$ cat src/hw/param_cmd_pkg.sv
// constants for the parameter command frame parser
package param_cmd_pkg;
   // framing bytes and frame types
   localparam logic [7:0]  FRAME_DELIM      = 8'h7e;
   localparam logic [7:0]  TYPE_REMOTE      = 8'h07;
   localparam logic [7:0]  TYPE_LOCAL       = 8'h08;
   localparam logic [7:0]  TYPE_QUEUED      = 8'h09;
   localparam logic [7:0]  CSUM_GOOD        = 8'hff;
   localparam logic [7:0]  FID_SILENT       = 8'h00;
   // two ascii characters of the apply command
   localparam logic [15:0] APPLY_CMD_NAME   = 16'h4143;
   // payload indices, counted from the type byte at frame offset 3
   localparam logic [15:0] IDX_TYPE         = 16'h0000;
   localparam logic [15:0] IDX_FID          = 16'h0001;
   localparam logic [15:0] IDX_LOC_NAME_HI  = 16'h0002;
   localparam logic [15:0] IDX_LOC_NAME_LO  = 16'h0003;
   localparam logic [15:0] IDX_LOC_VAL      = 16'h0004;
   localparam logic [15:0] IDX_REM_DEST     = 16'h0002;
   localparam logic [15:0] IDX_REM_DEST_HI  = 16'h0005;
   localparam logic [15:0] IDX_REM_DEST_END = 16'h0009;
   localparam logic [15:0] IDX_REM_OPT      = 16'h000a;
   localparam logic [15:0] IDX_REM_NAME_HI  = 16'h000b;
   localparam logic [15:0] IDX_REM_NAME_LO  = 16'h000c;
   localparam logic [15:0] IDX_REM_VAL      = 16'h000d;
   localparam int          OPT_APPLY_BIT    = 1;
   // pending change store
   localparam int          QUEUE_AW         = 3;
   localparam int          QUEUE_DEPTH      = 8;
   localparam int          ENTRY_W          = 56;
   localparam logic [3:0]  QUEUE_FULL_CNT   = 4'h8;
   localparam logic [7:0]  VLEN_MAX         = 8'hff;
endpackage : param_cmd_pkg

$ cat src/hw/local_remote_param_cmd_frames.sv
// parser for local, queued and remote parameter command frames
//
// Overview of operation
// RULE_01: the two bytes after the delimiter give the payload length, high byte first.
// RULE_02: the last byte is 0xff minus the 8-bit sum of bytes from offset 3 to the payload end.
// RULE_03: a type 0x08 frame queries or sets a local parameter and then applies all pending changes.
// RULE_04: local frames carry the two-character parameter name at offsets 5 and 6.
// RULE_05: bytes after the name form a new value, no bytes means a read.
// RULE_06: type 0x09 values are held pending until a type 0x08 frame or the apply command.
// RULE_07: a type 0x09 frame with no value is answered as a read at once.
// RULE_08: a value may come in minimal width or zero-extended to two or four bytes.
// RULE_09: a type 0x07 frame addresses a remote module with its name at offsets 14 and 15.
// RULE_10: offsets 5 to 12 are a 64-bit destination whose upper four bytes are zero.
// RULE_11: option byte at offset 13, bit value 0x02 asks the remote to apply changes.
// RULE_12: the byte at offset 3 is the frame type and steers the payload decode.
// RULE_13: the frame id after the type is echoed, and zero suppresses the response.
// RULE_14: every multi-byte field is sent most significant byte first.
// RULE_15: a frame is good only when the sum from offset 3 through the checksum is 0xff.
// RULE_16: a failing frame is discarded and leaves parameter state untouched.
`timescale 1ns/100ps
module local_remote_param_cmd_frames (
   input  wire logic        clk_sys,
   input  wire logic        rst_n,
   input  wire logic        rx_valid,
   input  wire logic [7:0]  rx_byte,
   output logic             rd_valid_q,
   output logic [15:0]      rd_name_q,
   output logic [7:0]       rd_frame_id_q,
   output logic             rd_respond_q,
   output logic             param_wr_valid_q,
   output logic [15:0]      param_wr_name_q,
   output logic [31:0]      param_wr_value_q,
   output logic [7:0]       param_wr_len_q,
   output logic             apply_done_q,
   output logic             remote_valid_q,
   output logic [31:0]      remote_ip_q,
   output logic             remote_apply_q,
   output logic [15:0]      remote_name_q,
   output logic [31:0]      remote_value_q,
   output logic [7:0]       remote_len_q,
   output logic [7:0]       remote_frame_id_q,
   output logic             remote_respond_q,
   output logic             frame_error_q,
   output logic             queue_full_q
);
   typedef enum logic [2:0] {S_DELIM, S_LEN_HI, S_LEN_LO, S_DATA, S_CSUM} parse_t;
   typedef enum logic [1:0] {D_IDLE, D_RUN, D_DONE} drain_t;

   parse_t      st_q;
   drain_t      dst_q;
   logic [15:0] len_q;
   logic [15:0] idx_q;
   logic [7:0]  sum_q;
   logic [7:0]  type_q;
   logic [7:0]  fid_q;
   logic [15:0] name_q;
   logic [31:0] val_q;
   logic [7:0]  vlen_q;
   logic        dest_hi_nz_q;
   logic [31:0] ip_q;
   logic [7:0]  opt_q;
   logic [3:0]  wr_ptr_q;
   logic [3:0]  rd_ptr_q;
   logic [3:0]  drain_end_q;
   logic        apply_req_q;
   logic        issue_q;
   logic [param_cmd_pkg::ENTRY_W-1:0] rd_data_q;

   function automatic logic [7:0] add8(input logic [7:0] a, input logic [7:0] b);
      logic [8:0] s;
      s = {1'b0, a} + {1'b0, b};
      return s[7:0];
   endfunction : add8

   function automatic logic [15:0] inc16(input logic [15:0] a);
      logic [16:0] s;
      s = {1'b0, a} + 17'h00001;
      return s[15:0];
   endfunction : inc16

   // value start and name positions depend on the type byte
   wire logic        is_remote  = (type_q == param_cmd_pkg::TYPE_REMOTE); // RULE_12
   wire logic        is_local   = (type_q == param_cmd_pkg::TYPE_LOCAL);
   wire logic        is_queued  = (type_q == param_cmd_pkg::TYPE_QUEUED);
   wire logic        is_loc_any = is_local | is_queued;
   wire logic [15:0] val_idx    = is_remote ? param_cmd_pkg::IDX_REM_VAL :
                                              param_cmd_pkg::IDX_LOC_VAL;
   wire logic [15:0] last_idx   = len_q - 16'h0001;
   wire logic [7:0]  sum_w      = add8(sum_q, rx_byte);
   wire logic        fin        = (st_q == S_CSUM) && rx_valid;
   wire logic        csum_ok    = (sum_w == param_cmd_pkg::CSUM_GOOD); // RULE_15 RULE_02
   wire logic        len_ok     = is_remote ? (len_q >= param_cmd_pkg::IDX_REM_VAL) :
                                              (len_q >= param_cmd_pkg::IDX_LOC_VAL);
   wire logic        good       = csum_ok && len_ok && !(is_remote && dest_hi_nz_q); // RULE_10
   wire logic        is_apply   = (name_q == param_cmd_pkg::APPLY_CMD_NAME);
   wire logic        has_val    = (vlen_q != 8'h00);
   wire logic [3:0]  q_cnt      = wr_ptr_q - rd_ptr_q;
   wire logic        q_full     = (q_cnt == param_cmd_pkg::QUEUE_FULL_CNT);
   wire logic        want_enq   = fin && good && is_loc_any && has_val && !is_apply; // RULE_05
   wire logic        enq        = want_enq && !q_full; // RULE_16
   wire logic        rd_ev      = fin && good && is_loc_any && !has_val && !is_apply; // RULE_07
   // a write refused for a full store must not trigger an apply either
   wire logic        apply_ev   = fin && good && (is_local || (is_queued && is_apply)) &&
                                  !(want_enq && q_full); // RULE_03 RULE_06 RULE_16
   wire logic        remote_ev  = fin && good && is_remote; // RULE_09
   wire logic        err_ev     = (fin && !good) || (want_enq && q_full) ||
                                  ((st_q == S_LEN_LO) && rx_valid && (len_q[15:8] == 8'h00) &&
                                   (rx_byte == 8'h00));
   wire logic        rd_issue   = (dst_q == D_RUN) && (rd_ptr_q != drain_end_q);

   // frame walk
   always_ff @(posedge clk_sys) begin
      if (!rst_n) begin
         st_q  <= S_DELIM;
         len_q <= 16'h0000;
         idx_q <= 16'h0000;
         sum_q <= 8'h00;
      end else if (rx_valid) begin
         unique case (st_q)
            S_DELIM: begin
               if (rx_byte == param_cmd_pkg::FRAME_DELIM) begin
                  st_q <= S_LEN_HI;
               end
            end
            S_LEN_HI: begin
               len_q[15:8] <= rx_byte; // RULE_01 RULE_14
               st_q        <= S_LEN_LO;
            end
            S_LEN_LO: begin
               len_q[7:0] <= rx_byte; // RULE_01
               idx_q      <= 16'h0000;
               sum_q      <= 8'h00;
               st_q       <= ({len_q[15:8], rx_byte} == 16'h0000) ? S_DELIM : S_DATA;
            end
            S_DATA: begin
               sum_q <= sum_w;
               idx_q <= inc16(idx_q);
               if (idx_q == last_idx) begin
                  st_q <= S_CSUM;
               end
            end
            S_CSUM: begin
               st_q <= S_DELIM;
            end
         endcase
      end
   end

   // payload field capture
   always_ff @(posedge clk_sys) begin
      if (!rst_n) begin
         type_q       <= 8'h00;
         fid_q        <= 8'h00;
         name_q       <= 16'h0000;
         val_q        <= 32'h00000000;
         vlen_q       <= 8'h00;
         dest_hi_nz_q <= 1'b0;
         ip_q         <= 32'h00000000;
         opt_q        <= 8'h00;
      end else if (rx_valid && (st_q == S_LEN_LO)) begin
         val_q        <= 32'h00000000;
         vlen_q       <= 8'h00;
         dest_hi_nz_q <= 1'b0;
      end else if (rx_valid && (st_q == S_DATA)) begin
         if (idx_q == param_cmd_pkg::IDX_TYPE) begin
            type_q <= rx_byte; // RULE_12
         end
         if (idx_q == param_cmd_pkg::IDX_FID) begin
            fid_q <= rx_byte; // RULE_13
         end
         if (idx_q >= val_idx) begin
            val_q  <= {val_q[23:0], rx_byte}; // RULE_08 RULE_14
            vlen_q <= (vlen_q == param_cmd_pkg::VLEN_MAX) ? vlen_q : vlen_q + 8'h01;
         end
         if (is_remote) begin
            if ((idx_q >= param_cmd_pkg::IDX_REM_DEST) &&
                (idx_q <= param_cmd_pkg::IDX_REM_DEST_HI) && (rx_byte != 8'h00)) begin
               dest_hi_nz_q <= 1'b1; // RULE_10
            end
            if ((idx_q > param_cmd_pkg::IDX_REM_DEST_HI) &&
                (idx_q <= param_cmd_pkg::IDX_REM_DEST_END)) begin
               ip_q <= {ip_q[23:0], rx_byte}; // RULE_10
            end
            if (idx_q == param_cmd_pkg::IDX_REM_OPT) begin
               opt_q <= rx_byte; // RULE_11
            end
            if (idx_q == param_cmd_pkg::IDX_REM_NAME_HI) begin
               name_q[15:8] <= rx_byte; // RULE_09
            end
            if (idx_q == param_cmd_pkg::IDX_REM_NAME_LO) begin
               name_q[7:0] <= rx_byte; // RULE_09
            end
         end else begin
            if (idx_q == param_cmd_pkg::IDX_LOC_NAME_HI) begin
               name_q[15:8] <= rx_byte; // RULE_04
            end
            if (idx_q == param_cmd_pkg::IDX_LOC_NAME_LO) begin
               name_q[7:0] <= rx_byte; // RULE_04
            end
         end
      end
   end

   // read, remote and error events
   always_ff @(posedge clk_sys) begin
      if (!rst_n) begin
         rd_valid_q        <= 1'b0;
         rd_name_q         <= 16'h0000;
         rd_frame_id_q     <= 8'h00;
         rd_respond_q      <= 1'b0;
         remote_valid_q    <= 1'b0;
         remote_ip_q       <= 32'h00000000;
         remote_apply_q    <= 1'b0;
         remote_name_q     <= 16'h0000;
         remote_value_q    <= 32'h00000000;
         remote_len_q      <= 8'h00;
         remote_frame_id_q <= 8'h00;
         remote_respond_q  <= 1'b0;
         frame_error_q     <= 1'b0;
      end else begin
         rd_valid_q     <= rd_ev; // RULE_07
         remote_valid_q <= remote_ev;
         frame_error_q  <= err_ev; // RULE_16
         if (rd_ev) begin
            rd_name_q     <= name_q;
            rd_frame_id_q <= fid_q;
            rd_respond_q  <= (fid_q != param_cmd_pkg::FID_SILENT); // RULE_13
         end
         if (remote_ev) begin
            remote_ip_q       <= ip_q;
            remote_apply_q    <= opt_q[param_cmd_pkg::OPT_APPLY_BIT]; // RULE_11
            remote_name_q     <= name_q;
            remote_value_q    <= val_q;
            remote_len_q      <= vlen_q;
            remote_frame_id_q <= fid_q;
            remote_respond_q  <= (fid_q != param_cmd_pkg::FID_SILENT); // RULE_13
         end
      end
   end

   // pending store write side
   always_ff @(posedge clk_sys) begin
      if (!rst_n) begin
         wr_ptr_q     <= 4'h0;
         apply_req_q  <= 1'b0;
         queue_full_q <= 1'b0;
      end else begin
         wr_ptr_q     <= enq ? wr_ptr_q + 4'h1 : wr_ptr_q; // RULE_06
         apply_req_q  <= apply_ev; // RULE_03
         queue_full_q <= q_full;
      end
   end

   // apply: drain everything queued up to the apply request
   always_ff @(posedge clk_sys) begin
      if (!rst_n) begin
         dst_q        <= D_IDLE;
         rd_ptr_q     <= 4'h0;
         drain_end_q  <= 4'h0;
         issue_q      <= 1'b0;
         apply_done_q <= 1'b0;
      end else begin
         issue_q      <= rd_issue;
         apply_done_q <= 1'b0;
         if (rd_issue) begin
            rd_ptr_q <= rd_ptr_q + 4'h1;
         end
         if (apply_req_q) begin
            drain_end_q <= wr_ptr_q; // RULE_03 RULE_06
         end
         unique case (dst_q)
            D_IDLE: begin
               if (apply_req_q) begin
                  dst_q <= D_RUN;
               end
            end
            D_RUN: begin
               if (!rd_issue && !apply_req_q) begin
                  dst_q <= D_DONE;
               end
            end
            D_DONE: begin
               apply_done_q <= 1'b1;
               // an apply landing here starts a fresh drain instead of being lost
               dst_q        <= apply_req_q ? D_RUN : D_IDLE; // RULE_03
            end
         endcase
      end
   end

   // applied parameter writes
   always_ff @(posedge clk_sys) begin
      if (!rst_n) begin
         param_wr_valid_q <= 1'b0;
         param_wr_name_q  <= 16'h0000;
         param_wr_value_q <= 32'h00000000;
         param_wr_len_q   <= 8'h00;
      end else begin
         param_wr_valid_q <= issue_q;
         if (issue_q) begin
            {param_wr_name_q, param_wr_value_q, param_wr_len_q} <= rd_data_q;
         end
      end
   end

   param_pending_mem u_mem (
      .clk_sys   (clk_sys),
      .wr_en     (enq),
      .wr_addr   (wr_ptr_q[param_cmd_pkg::QUEUE_AW-1:0]),
      .wr_data   ({name_q, val_q, vlen_q}),
      .rd_en     (rd_issue),
      .rd_addr   (rd_ptr_q[param_cmd_pkg::QUEUE_AW-1:0]),
      .rd_data_q (rd_data_q)
   );

   property p_len_lo;
      @(posedge clk_sys) disable iff (!rst_n)
      (st_q == S_LEN_LO && rx_valid) |=> (len_q[7:0] == $past(rx_byte)) && (st_q != S_LEN_HI);
   endproperty
   a_len_lo: assert property (p_len_lo) else $error("length low byte not kept"); // RULE_01

   property p_csum_gate;
      @(posedge clk_sys) disable iff (!rst_n)
      (rd_valid_q || remote_valid_q) |-> $past(fin && csum_ok);
   endproperty
   a_csum_gate: assert property (p_csum_gate) else $error("event without good checksum"); // RULE_15

   property p_err_no_write;
      @(posedge clk_sys) disable iff (!rst_n)
      frame_error_q |-> (wr_ptr_q == $past(wr_ptr_q)) && !apply_req_q;
   endproperty
   a_err_no_write: assert property (p_err_no_write) else $error("bad frame changed state"); // RULE_16

   property p_queued_read;
      @(posedge clk_sys) disable iff (!rst_n)
      (fin && good && is_queued && !has_val && !is_apply) |=> rd_valid_q && !apply_req_q;
   endproperty
   a_queued_read: assert property (p_queued_read) else $error("queued read not answered"); // RULE_07

   property p_local_apply;
      @(posedge clk_sys) disable iff (!rst_n)
      (fin && good && is_local && !(want_enq && q_full)) |=> apply_req_q ##1 (dst_q == D_RUN);
   endproperty
   a_local_apply: assert property (p_local_apply) else $error("local frame did not apply"); // RULE_03

   property p_queued_hold;
      @(posedge clk_sys) disable iff (!rst_n)
      (enq && is_queued && dst_q == D_IDLE && !apply_req_q) |=> (dst_q == D_IDLE) && !issue_q;
   endproperty
   a_queued_hold: assert property (p_queued_hold) else $error("queued value applied early"); // RULE_06

   property p_no_value_no_queue;
      @(posedge clk_sys) disable iff (!rst_n)
      (fin && !has_val) |=> (wr_ptr_q == $past(wr_ptr_q));
   endproperty
   a_no_value_no_queue: assert property (p_no_value_no_queue) else $error("read was queued"); // RULE_05

   property p_dest_upper;
      @(posedge clk_sys) disable iff (!rst_n)
      (fin && is_remote && dest_hi_nz_q) |=> !remote_valid_q && frame_error_q;
   endproperty
   a_dest_upper: assert property (p_dest_upper) else $error("nonzero upper dest accepted"); // RULE_10

   property p_remote_apply;
      @(posedge clk_sys) disable iff (!rst_n)
      remote_valid_q |-> (remote_apply_q == $past(opt_q[param_cmd_pkg::OPT_APPLY_BIT]));
   endproperty
   a_remote_apply: assert property (p_remote_apply) else $error("apply option lost"); // RULE_11

   property p_respond;
      @(posedge clk_sys) disable iff (!rst_n)
      rd_valid_q |-> (rd_respond_q == (rd_frame_id_q != 8'h00));
   endproperty
   a_respond: assert property (p_respond) else $error("response flag mismatch"); // RULE_13
endmodule : local_remote_param_cmd_frames

$ cat src/hw/param_pending_mem.sv
// small memory that holds queued parameter changes
`timescale 1ns/100ps
module param_pending_mem (
   input  wire logic                                 clk_sys,
   input  wire logic                                 wr_en,
   input  wire logic [param_cmd_pkg::QUEUE_AW-1:0]   wr_addr,
   input  wire logic [param_cmd_pkg::ENTRY_W-1:0]    wr_data,
   input  wire logic                                 rd_en,
   input  wire logic [param_cmd_pkg::QUEUE_AW-1:0]   rd_addr,
   output logic      [param_cmd_pkg::ENTRY_W-1:0]    rd_data_q
);
   logic [param_cmd_pkg::ENTRY_W-1:0] mem_q [param_cmd_pkg::QUEUE_DEPTH];

   always_ff @(posedge clk_sys) begin
      if (wr_en) begin
         mem_q[wr_addr] <= wr_data;
      end
   end

   always_ff @(posedge clk_sys) begin
      if (rd_en) begin
         rd_data_q <= mem_q[rd_addr];
      end
   end
endmodule : param_pending_mem

$ cat config.mk
export PLATFORM = sky130hd
export DESIGN_NAME = local_remote_param_cmd_frames
export DESIGN_NICKNAME = d
export VERILOG_FILES = /design/src/hw/param_cmd_pkg.sv /design/src/hw/local_remote_param_cmd_frames.sv /design/src/hw/param_pending_mem.sv
export SDC_FILE = /design/constraint.sdc
export NUM_CORES = 1
export LEC_CHECK = 0
export ABC_CLOCK_PERIOD_IN_PS = 11100
export BUFFER_PORTS_ARGS = -buffer_cell sky130_fd_sc_hd__buf_2
export CAP_MARGIN = 20
export CELL_PAD_IN_SITES_DETAIL_PLACEMENT = 1
export CELL_PAD_IN_SITES_GLOBAL_PLACEMENT = 1
export CORE_UTILIZATION = 40
export CTS_CLUSTER_SIZE = 16
export DETAILED_ROUTE_END_ITERATION = 8
export PLACE_DENSITY_LB_ADDON = 0.1
export SLEW_MARGIN = 20
export SYNTH_ARGS = -nofsm -noshare
export SYNTH_HDL_FRONTEND = slang
export SYNTH_HIERARCHICAL = 1
export SYNTH_SLANG_ARGS = --single-unit
$ cat constraint.sdc
create_clock -name clk_sys -period 11.1 [get_ports clk_sys]
set_input_delay 1.11 -clock clk_sys [delete_from_list [all_inputs] [get_ports clk_sys]]
set_output_delay 1.11 -clock clk_sys [all_outputs]
set_load 0.01 [all_outputs]
=== Word-level counts from Yosys, hierarchy flattened ===
Memories as Yosys holds them, arrays and structs flattened. A register that Yosys moved wholly into a read port is not among the register bits.
Index checks and enable logic that the tools add are counted.

* Register bits after elaboration: 351
* Memories kept: 1
* RAM bits: 448
* Bits of input ports: 11
* Word-level logic and storage cells: 170

* Eq/ne operators: 28
* Muxes and demuxes: 20
* Bitwise operators: 4
* $lt $le $gt $ge: 7
* Reductions and logical operators: 64
* $add $sub $neg: 7

{| class="wikitable"
|+ Memory list
! memory !! depth !! width !! read ports !! clocked after memory_dff !! wr ports !! RTL line !! source
|-
| u_mem.mem_q || 8 || 56 || 1 || 1 || 1 || param_pending_mem.sv:12 || <nowiki>logic [param_cmd_pkg::ENTRY_W-1:0] mem_q [param_cmd_pkg::QUEUE_DEPTH];</nowiki>
|}

{| class="wikitable"
|+ Operator list
! kind !! number
|-
| $eq A16 B4 Y1 const B || 3
|-
| $eq A16 B2 Y1 const B || 2
|-
| $logic_not A16 Y1 || 2
|-
| $mux W8 || 4
|-
| $pmux W16 S2 || 1
|-
| $logic_and A1 B1 Y1 || 26
|-
| $reduce_bool A8 Y1 || 3
|-
| $add A16 B1 Y16 const B || 1
|-
| $eq A16 B1 Y1 const B || 1
|-
| $eq A16 B15 Y1 const B || 1
|-
| $eq A16 B16 Y1 || 1
|-
| $eq A8 B4 Y1 const B || 2
|-
| $eq A8 B8 Y1 const B || 2
|-
| $ge A16 B2 Y1 const B || 1
|-
| $ge A16 B3 Y1 const B || 1
|-
| $ge A16 B4 Y1 || 1
|-
| $ge A16 B4 Y1 const B || 1
|-
| $gt A16 B3 Y1 const B || 1
|-
| $le A16 B3 Y1 const B || 1
|-
| $le A16 B4 Y1 const B || 1
|-
| $logic_not A8 Y1 || 2
|-
| $mux W16 || 1
|-
| $pmux W8 S2 || 1
|-
| $reduce_and A4 Y1 || 4
|-
| 32 further kinds || 66
|}

=== Depth between registers and ports, before layout ===
Gate-level depths: netlist (run 1).

* Word-level depth: 11
* Gate-level depth with buffers: 12

=== Modules after synthesis ===
Netlist (run 1), hierarchy kept.

{| class="wikitable"
|+ By module, submodules not included
! module !! sequential area each (um^2) !! cells each !! times used !! area each (um^2)
|-
| param_pending_mem || 15134.5 || 716 || 1 || 18535.3
|-
| local_remote_param_cmd_frames || 7006.7 || 1573 || 1 || 14330.0
|}

=== Least setup slack after synthesis (run 1) ===
OpenSTA, ideal clock, no wires.

* Path type: input -> register
* Start: input rx_byte[0]
* End: memory u_mem/mem_q[4][0] (netlist name) (enable)
* Data arrival time: 7.003 ns
* Data required time: 10.561 ns
* Stages on the path: 11
* Setup time: 0.539 ns
* Setup slack: 3.558 ns
* Cells stage by stage: ha_1 > fa_1 > a21o_1 > a21oi_1 > xnor2_1 > a2111oi_4 > nand3_1 > buf_2 > nor2_1 > nand2_1 > nor3_1

* Longest elaborated chain between the ends: 11

{| class="wikitable"
|+ RTL lines
! what !! RTL line !! source
|-
| start: declaration || local_remote_param_cmd_frames.sv:25 || <nowiki>input wire logic [7:0] rx_byte,</nowiki>
|-
| $add A8 B8 Y8 || local_remote_param_cmd_frames.sv:71 || <nowiki>s = {1'b0, a} + {1'b0, b};</nowiki>
|-
| $eq A8 B8 Y1 || local_remote_param_cmd_frames.sv:91 || <nowiki>wire logic csum_ok = (sum_w == param_cmd_pkg::CSUM_GOOD);</nowiki>
|-
| $logic_and A1 B1 Y1 (2 in series) || local_remote_param_cmd_frames.sv:94 || <nowiki>wire logic good = csum_ok && len_ok && !(is_remote && dest_hi_nz_q);</nowiki>
|-
| $logic_and A1 B1 Y1 (4 in series) || local_remote_param_cmd_frames.sv:99 || <nowiki>wire logic want_enq = fin && good && is_loc_any && has_val && !is_apply;</nowiki>
|-
| $logic_and A1 B1 Y1 || local_remote_param_cmd_frames.sv:100 || <nowiki>wire logic enq = want_enq && !q_full;</nowiki>
|-
| named net enq || local_remote_param_cmd_frames.sv:100 ||
|-
| $mux W1 || param_pending_mem.sv:15 || <nowiki>if (wr_en) begin</nowiki>
|-
| $mux W1 (implied by the code) || param_pending_mem.sv:16 || <nowiki>mem_q[wr_addr] <= wr_data;</nowiki>
|-
| end: declaration || param_pending_mem.sv:12 ||
|}

The timed path passes the listed nets, and every way through them passes these cells.

=== Final worst setup path (run 1) ===
* Start: input rx_byte[0]
* End: memory u_mem/mem_q[6][23] (netlist name) (enable)

The elaborated chain is that of the path after synthesis.

==> results of run 1 <==
[cell usage in the layout, fill, tap and decap left out, types with 17 or more instances in the layout]
cell and instances:
edfxtp_1 504, dfxtp_1 346, nor2_1 207, buf_2 194, mux2i_1 185, nand2_1 176, nand3_1 132, mux4_2 112
o21ai_0 106, clkbuf_16 98, mux2_2 56, a21oi_1 29, clkbuf_1 29, xor2_1 25, buf_4 25, xnor2_1 24
inv_1 24, ha_1 24, nor3_1 21, nor4_1 17
[worst min-delay path, delay by kind of cell, from the launching register on]
family,cells,cell delay (ns)
flops,1,0.31
simple gates,1,0.05
compound gates,1,0.05
[power groups by stage]
stage	combinational, mW	clock [mW]	sequential, mW
3_5_place_dp	0.0558	0	3.39
4_1_cts	0.0557	3.14	3.32
6_report	0.0549	3.06	3.32
3_3_place_gp	0.0543	0	3.39
5_1_grt	0.0595	3.26	3.32
2_1_floorplan	0.0371	0	3.39
[sequential cells by signal (all words and copies together), names as in the netlist, 32 cells and up]
signal	count
remote_ip_q	32
ip_q	32
u_mem/rd_data_q	56
u_mem/mem_q	448
param_wr_value_q	32
val_q	32
remote_value_q	32
[layer usage]
metal | wire length (um) | global-route usage (%)
met5 | 0 | 0
met3 | 2760 | 3.00
met1 | 35600 | 25.2
met2 | 40900 | 34.1
met4 | 1690 | 5.09
[per-stage QoR]
step / area, sq um / utilization [%] / total power [mW] / setup WS [ns]
after floorplan: 32900 / - / 3.42 / 3.56
after global placement: 34700 / 42.9 / 3.44 / 5.49
after detailed placement: 34700 / 42.9 / 3.44 / 5.34
after CTS: 37800 / 46.7 / 6.51 / 5.99
after global routing: 37800 / 46.7 / 6.64 / 5.70
final: 37800 / 46.7 / 6.43 / 6.02
[final timing paths]
check / depth (start not counted) / slack (ns) / startpoint / end
min reg2reg: 2 / 0.46 / ip_q[30]$_SDFFE_PN0P_ / remote_ip_q[30]$_SDFFE_PN0P_
min: 2 / 0.46 / ip_q[30]$_SDFFE_PN0P_ / remote_ip_q[30]$_SDFFE_PN0P_
max reg2reg: 11 / 6.41 / sum_q[0]$_SDFFE_PN0P_ / u_mem/mem_q[6][23]$_DFFE_PP_
max: 12 / 6.02 / rx_byte[0] / u_mem/mem_q[6][23]$_DFFE_PP_
[final cells by class]
| cell class | count | area share (%) |
|---|---|---|
| clock inverter | 31 | 0.758 |
| inverter | 27 | 0.281 |
| clock buffer | 142 | 7.28 |
| multi-input combinational | 1265 | 26.4 |
| sequential | 854 | 58.6 |
| timing repair buffer | 221 | 3.17 |
| tap | 1060 | 3.51 |
[cells by family (layout without fill, tap and decap cells)]
family | Yosys count | after routing | share of synthesized area [%]
flip-flops | 854 | 854 | 67.4
XOR/XNOR | 49 | 49 | 1.31
AND/OR/NAND/NOR | 643 | 643 | 9.02
buffers and inverters | 170 | 421 | 2.58
adder cells (fa/ha/maj) | 25 | 25 | 0.975
AO/OA/AOI/OAI | 195 | 195 | 3.52
multiplexers | 353 | 353 | 15.2
==> impl_results.md, run 1 <==
* Syn Nets at 2325
* Sw frac at between 20% and 30%
* Core Area at between 0.08 and 0.09 sq mm
* Comb pwr share at 0.9%
* Sw Pwr at between 1 and 1.5 mW
* Int Power at 5.13 mW
* I/O pins at a little under 200
* Residual DRC count at 0
* Cts repair resizes at 0
* Synth warn at 6
* First-pass GRT wire length at roughly 120 mm
* LEAKAGE at ~14 nW
* Initial antenna violation count at 3
* Flops & latches, synth at around 850
* Clk buf depth at 3
* Clock share of power at 47.6%
* Pwr Density at about 170 mW/mm^2
* Starting Density at around 41%
* Distinct cells, synth at 78
* Min Hold Slack at 0.459 ns
* Worst vdd ir at 0.0991 mV
* Critical path class: in2reg
* Fillers at 8036
* Slowest stage cell, crit path: buf_4
* Slowest stage delay, CP at 0.66 ns
* # Post-CTS Setup Buffers at 0
* Seq/Total Area, Yosys at a little under 70%
* Clock Skew at 0.0174 ns
* Post-Syn Area at between 0.03 and 0.04 sq mm
* Post-Synthesis Cells at around 2.3k
* Share of layout cells above drive strength 1 at 22.1%
* CP endpoint kind: flop
* Critical Path AT at 5.34 ns
* Gr ovfl total at 0
* WL final at just over 80 mm
* Seq pwr share at between 50% and 60%
* Slew margin rel. at about a quarter
* Starting DRT DRC Count at around 1.2k
* Worst-path cell chain: buf_2 > ha_1 > fa_1 > a21o_1 > a21oi_1 > xnor2_1 > a2111oi_4 > nand3_1 > nor2_1 > nand2_1 > nor2_4 > buf_4
* Storage element area at between 0.02 and 0.025 sq mm
* Synth Area per Inst at 14.4 sq um
* HPWL Detailed at approximately 50 mm
* Antenna diodes at 0
* Synth async-reset ratio at 0%
* Tightest Hold Check Type: reg2reg
* Die area at between 0.08 and 0.09 sq mm
* Hold_buf cts at 0
* Largest net degree at the start of global routing at approximately 110
* Number of hold violations in the final report at 0
* Status: finished clean
* Setup tns final at 0 ns
* Highest clock rate at a little under 200 MHz
* Final period utilization at 45.8%
* Count leader, synth: edfxtp_1
* DR vias at around 19k
* Final Max Tran Viols at 0
* Most frequent cells after synthesis: edfxtp_1 (504), dfxtp_1 (350), nor2_1 (213)
* Synthesis-to-layout area growth at 15.0%
* Layout Cells excl Fill at roughly 3.6k
* DIE WIDTH at slightly below 300 um
* CP required at between 10 and 15 ns
* Clock Pin Slew Worst Setup and Hold Paths at 0.06 ns
* Rows at 104
* DR vias/cell at about 5.3
* Post-layout minimum cycle time at about 5.1 ns
* Final #Nets at roughly 2.5k
* Startpoint Class: primary input
* Critical path buffers and inverters at 2
* Dominant synthesized flop cell: edfxtp_1
* Vias in the first global route at 20.2k
* RSZ-0062 raised after global routing: false
* Routed Antenna Nets at 0
* CTS tree: built
* Post-Place Cells at approximately 3.4k
* Routability cong. at between 0.8 and 0.9
* Crit path max fanout at 39
* CP delay by family, top: simple AND/OR/NAND/NOR gates
* Cell taking the most area after synthesis: edfxtp_1
* Insertion delay to the later sink of the worst-skew pair at between 0.6 and 0.7 ns
* Number of enable flip-flop cells after synthesis at between 500 and 600
* Max-cap viol count at 0
* Setup violators final at 0
* Port Buffer Count at between 150 and 200
* Worst-margin pin slew at between 1 and 1.5 ns
* Synth area leaders: edfxtp_1 (46%), dfxtp_1 (21%), mux4_2 (7.7%)
* CTS sink count at about 850
* Gr usage total at 19.5%
* Multi-input gate area at roughly 0.01 sq mm
* Die H at a little under 300 um
* Cts bufs inserted at 93
* CTS Root Cell: clkbuf_16
* DRT Pass-1 Iters at 5
* Area share of the largest cell type after synthesis at between 40 and 50%
* Routed wire per std cell at between 20 and 25 um
* CTS H-tree lvls at 3
Power figures use the tool's default switching activity.
==> run 2, diff against run 1 <==
--- a/config.mk
+++ b/config.mk
@@ -5,7 +5,7 @@
 export SDC_FILE = /design/constraint.sdc
 export NUM_CORES = 1
 export LEC_CHECK = 0
-export ABC_CLOCK_PERIOD_IN_PS = 11100
+export ABC_CLOCK_PERIOD_IN_PS = 4550
 export BUFFER_PORTS_ARGS = -buffer_cell sky130_fd_sc_hd__buf_2
 export CAP_MARGIN = 20
 export CELL_PAD_IN_SITES_DETAIL_PLACEMENT = 1
==> constraint.sdc (replaced) <==
create_clock -name clk_sys -period 4.55 [get_ports clk_sys]
set_input_delay 0.455 -clock clk_sys [delete_from_list [all_inputs] [get_ports clk_sys]]
set_output_delay 0.455 -clock clk_sys [all_outputs]
set_load 0.01 [all_outputs]
==> run 2 against run 1 <==
Compared with the run above:
- wire length shrank 0.62%
- critical path type is now reg2reg
- largest power group unchanged
- global-route usage is essentially flat
- critical path depth shrank 2
- critical endpoint is now val_q[28]$_SDFFE_PP0P_
- first-iteration DRC count shrank 15%
- sequential cell count is the same
==> impl_results.md, run 2 (synthesis gave the netlist of run 1 again) <==
* Area post-placement at 0.0349 sq mm
* Post-Place Cells at around 3.4k
* DIE WIDTH at approximately 290 um
* Synthesis-to-layout area growth at 15.6%
* Largest regs: u_mem/mem_q x448, u_mem/rd_data_q x56
* I/O pins at approximately 200
* Vias in the first global route at 20.1k
* Worst-margin pin slew at approximately 1.1 ns
* Max-cap viol count at 0
* DR vias/cell at approximately 5.3
* CTS tree: built
* HPWL Detailed at ~49 mm
* Routability cong. at around 0.76
* WL final at slightly above 80 mm
* LEAKAGE at around 13 nW
* Most flop-heavy register: u_mem/mem_q
* Slew margin rel. at between 20 and 30%
* Pwr Density at roughly 420 mW/mm^2
* Clock Pin Slew Worst Setup and Hold Paths at 0.06 ns
* Largest register FFs at between 400 and 500
* RSZ-0062 raised after global routing: false
* Path depth of the worst reg2reg path at 10
* Post-layout minimum cycle time at between 3 and 4 ns
* Insertion delay to the later sink of the worst-skew pair at ~0.64 ns
* Rows at 104
* Tot Pwr at ~16 mW
* CTS H-tree lvls at 3
* Crit path max fanout at 17
* Most common cell after layout, fill and taps aside: edfxtp_1
* Largest net degree at the start of global routing at around 130
* Highest clock rate at between 200 and 300 MHz
* Most frequent cells in the layout: edfxtp_1 (504), dfxtp_1 (346), nor2_1 (207)
* First-pass GRT wire length at between 100 and 150 mm
* Final period utilization at between 80% and 90%
* Share of layout cells above drive strength 1 at roughly 23%
* Clk buf depth at 3
* Port Buffer Count at about 200
* Die area at ~0.083 sq mm
* Cts repair resizes at 0
* Critical Path AT at approximately 4.3 ns
* Routed Antenna Nets at 0
* Fin worst setup slack at between 0.7 and 0.8 ns
* Status: finished clean
* Gr ovfl total at 0
* Critical path buffers and inverters at 2
* CP required at around 5.1 ns
* Cts bufs inserted at between 90 and 100
* Worst vdd ir at between 0.2 and 0.3 mV
* Hold_buf cts at 0
* Layout Cells excl Fill at between 3k and 4k
* Die H at around 290 um
* Starting Density at 40.6%
* Core Area at between 0.08 and 0.09 sq mm
* Slowest stage delay, CP at around 0.70 ns
* Setup violators final at 0
* CP delay by family, top: simple AND/OR/NAND/NOR gates
* Place WS at roughly 0.42 ns
* Final core occ at between 40% and 50%
* DR vias at roughly 19k
* Hold depth at 3
* Slowest stage cell, crit path: or4b_1
* Routed wire per std cell at about 22 um
* Worst-path cell chain: or4_4 > or4b_1 > inv_2 > ha_1 > a211o_1 > a311o_1 > nand2_2 > buf_4 > mux2i_1 > nor2_1
* Critical path class: reg2reg
* Final #Nets at between 2k and 3k
* Number of hold violations in the final report at 0
* Gr usage total at 19.4%
* CTS sink count at around 850
* Fillers at ~8.0k
* Post-route cell area at 0.0380 sq mm
* CTS Root Cell: clkbuf_16
* Clock Skew at roughly 0.021 ns
* Tightest Hold Check Type: in2reg
* Startpoint Class: flop
* # Post-CTS Setup Buffers at 0
* DRT Pass-1 Iters at 5
* Final Max Tran Viols at 0
* Initial antenna violation count at 2
* CP endpoint kind: flop
* CP Depth at 10
* Residual DRC count at 0
* Starting DRT DRC Count at about 1000
## run 2: cell count changes in the layout (fill, tap and decap cells not counted), moves of 2 or more
cell,change
clkbuf_16,-5
clkbuf_1,-8
bufinv_16,+6
clkinv_8,+2
nor3_2,-2
buf_4,-5
clkbuf_2,-2
clkinv_2,+6
nor3_4,+2
buf_12,+10
## run 2: where the power goes
part / internal, mW / total, mW / switching (mW)
Sequential: 8.09 / 8.09 / 0.00136
Clock: 4.54 / 7.58 / 3.04
Combinational: 0.0234 / 0.139 / 0.115
## run 2: tightest hold or removal path, cell delays in order
cell and delay [ns]:
buf_2 0.21, nand2_1 0.10, a21oi_1 0.06
## run 2: stage by stage
| step | hold WS [ns] | TNS [ns] |
|---|---|---|
| detailed placement | 0.447 | 0 |
| finish | 0.246 | 0 |
| CTS | 0.201 | 0 |
| global route | 0.215 | 0 |
| global placement | 0.435 | 0 |
| floorplan | 0.416 | -304.20 |
## run 2: layout make-up
| cell class | count | area, sq um | area share (%) |
|---|---|---|---|
| timing repair buffer | 226 | 1350 | 3.54 |
| multi-input combinational | 1265 | 9970 | 26.2 |
| inverter | 27 | 106 | 0.280 |
| antenna | 1 | 2.50 | 0.00658 |
| tap | 1060 | 1330 | 3.49 |
| clock inverter | 45 | 515 | 1.36 |
| clock buffer | 127 | 2580 | 6.79 |
| sequential | 854 | 22200 | 58.3 |
## run 2: worst paths after layout
check	startpoint	to	slack, ns
worst min register to register	remote_ip_q[28]$_SDFFE_PN0P_	remote_ip_q[28]$_SDFFE_PN0P_	0.45
worst min-delay path	rx_byte[0]	len_q[0]$_SDFFE_PN0P_	0.25
worst max register to register	type_q[7]$_SDFFE_PN0P_	val_q[28]$_SDFFE_PP0P_	0.71
worst max-delay path	type_q[7]$_SDFFE_PN0P_	val_q[28]$_SDFFE_PP0P_	0.71
## run 2: metal layers
metal	track usage, %	up-vias	part of all wire, %
met2	33.9	308	51
met4	5.71	0	2.5
met1	25.0	9897	44
met3	2.87	121	3.3
met5	0	-	0
li1	-	8846	-
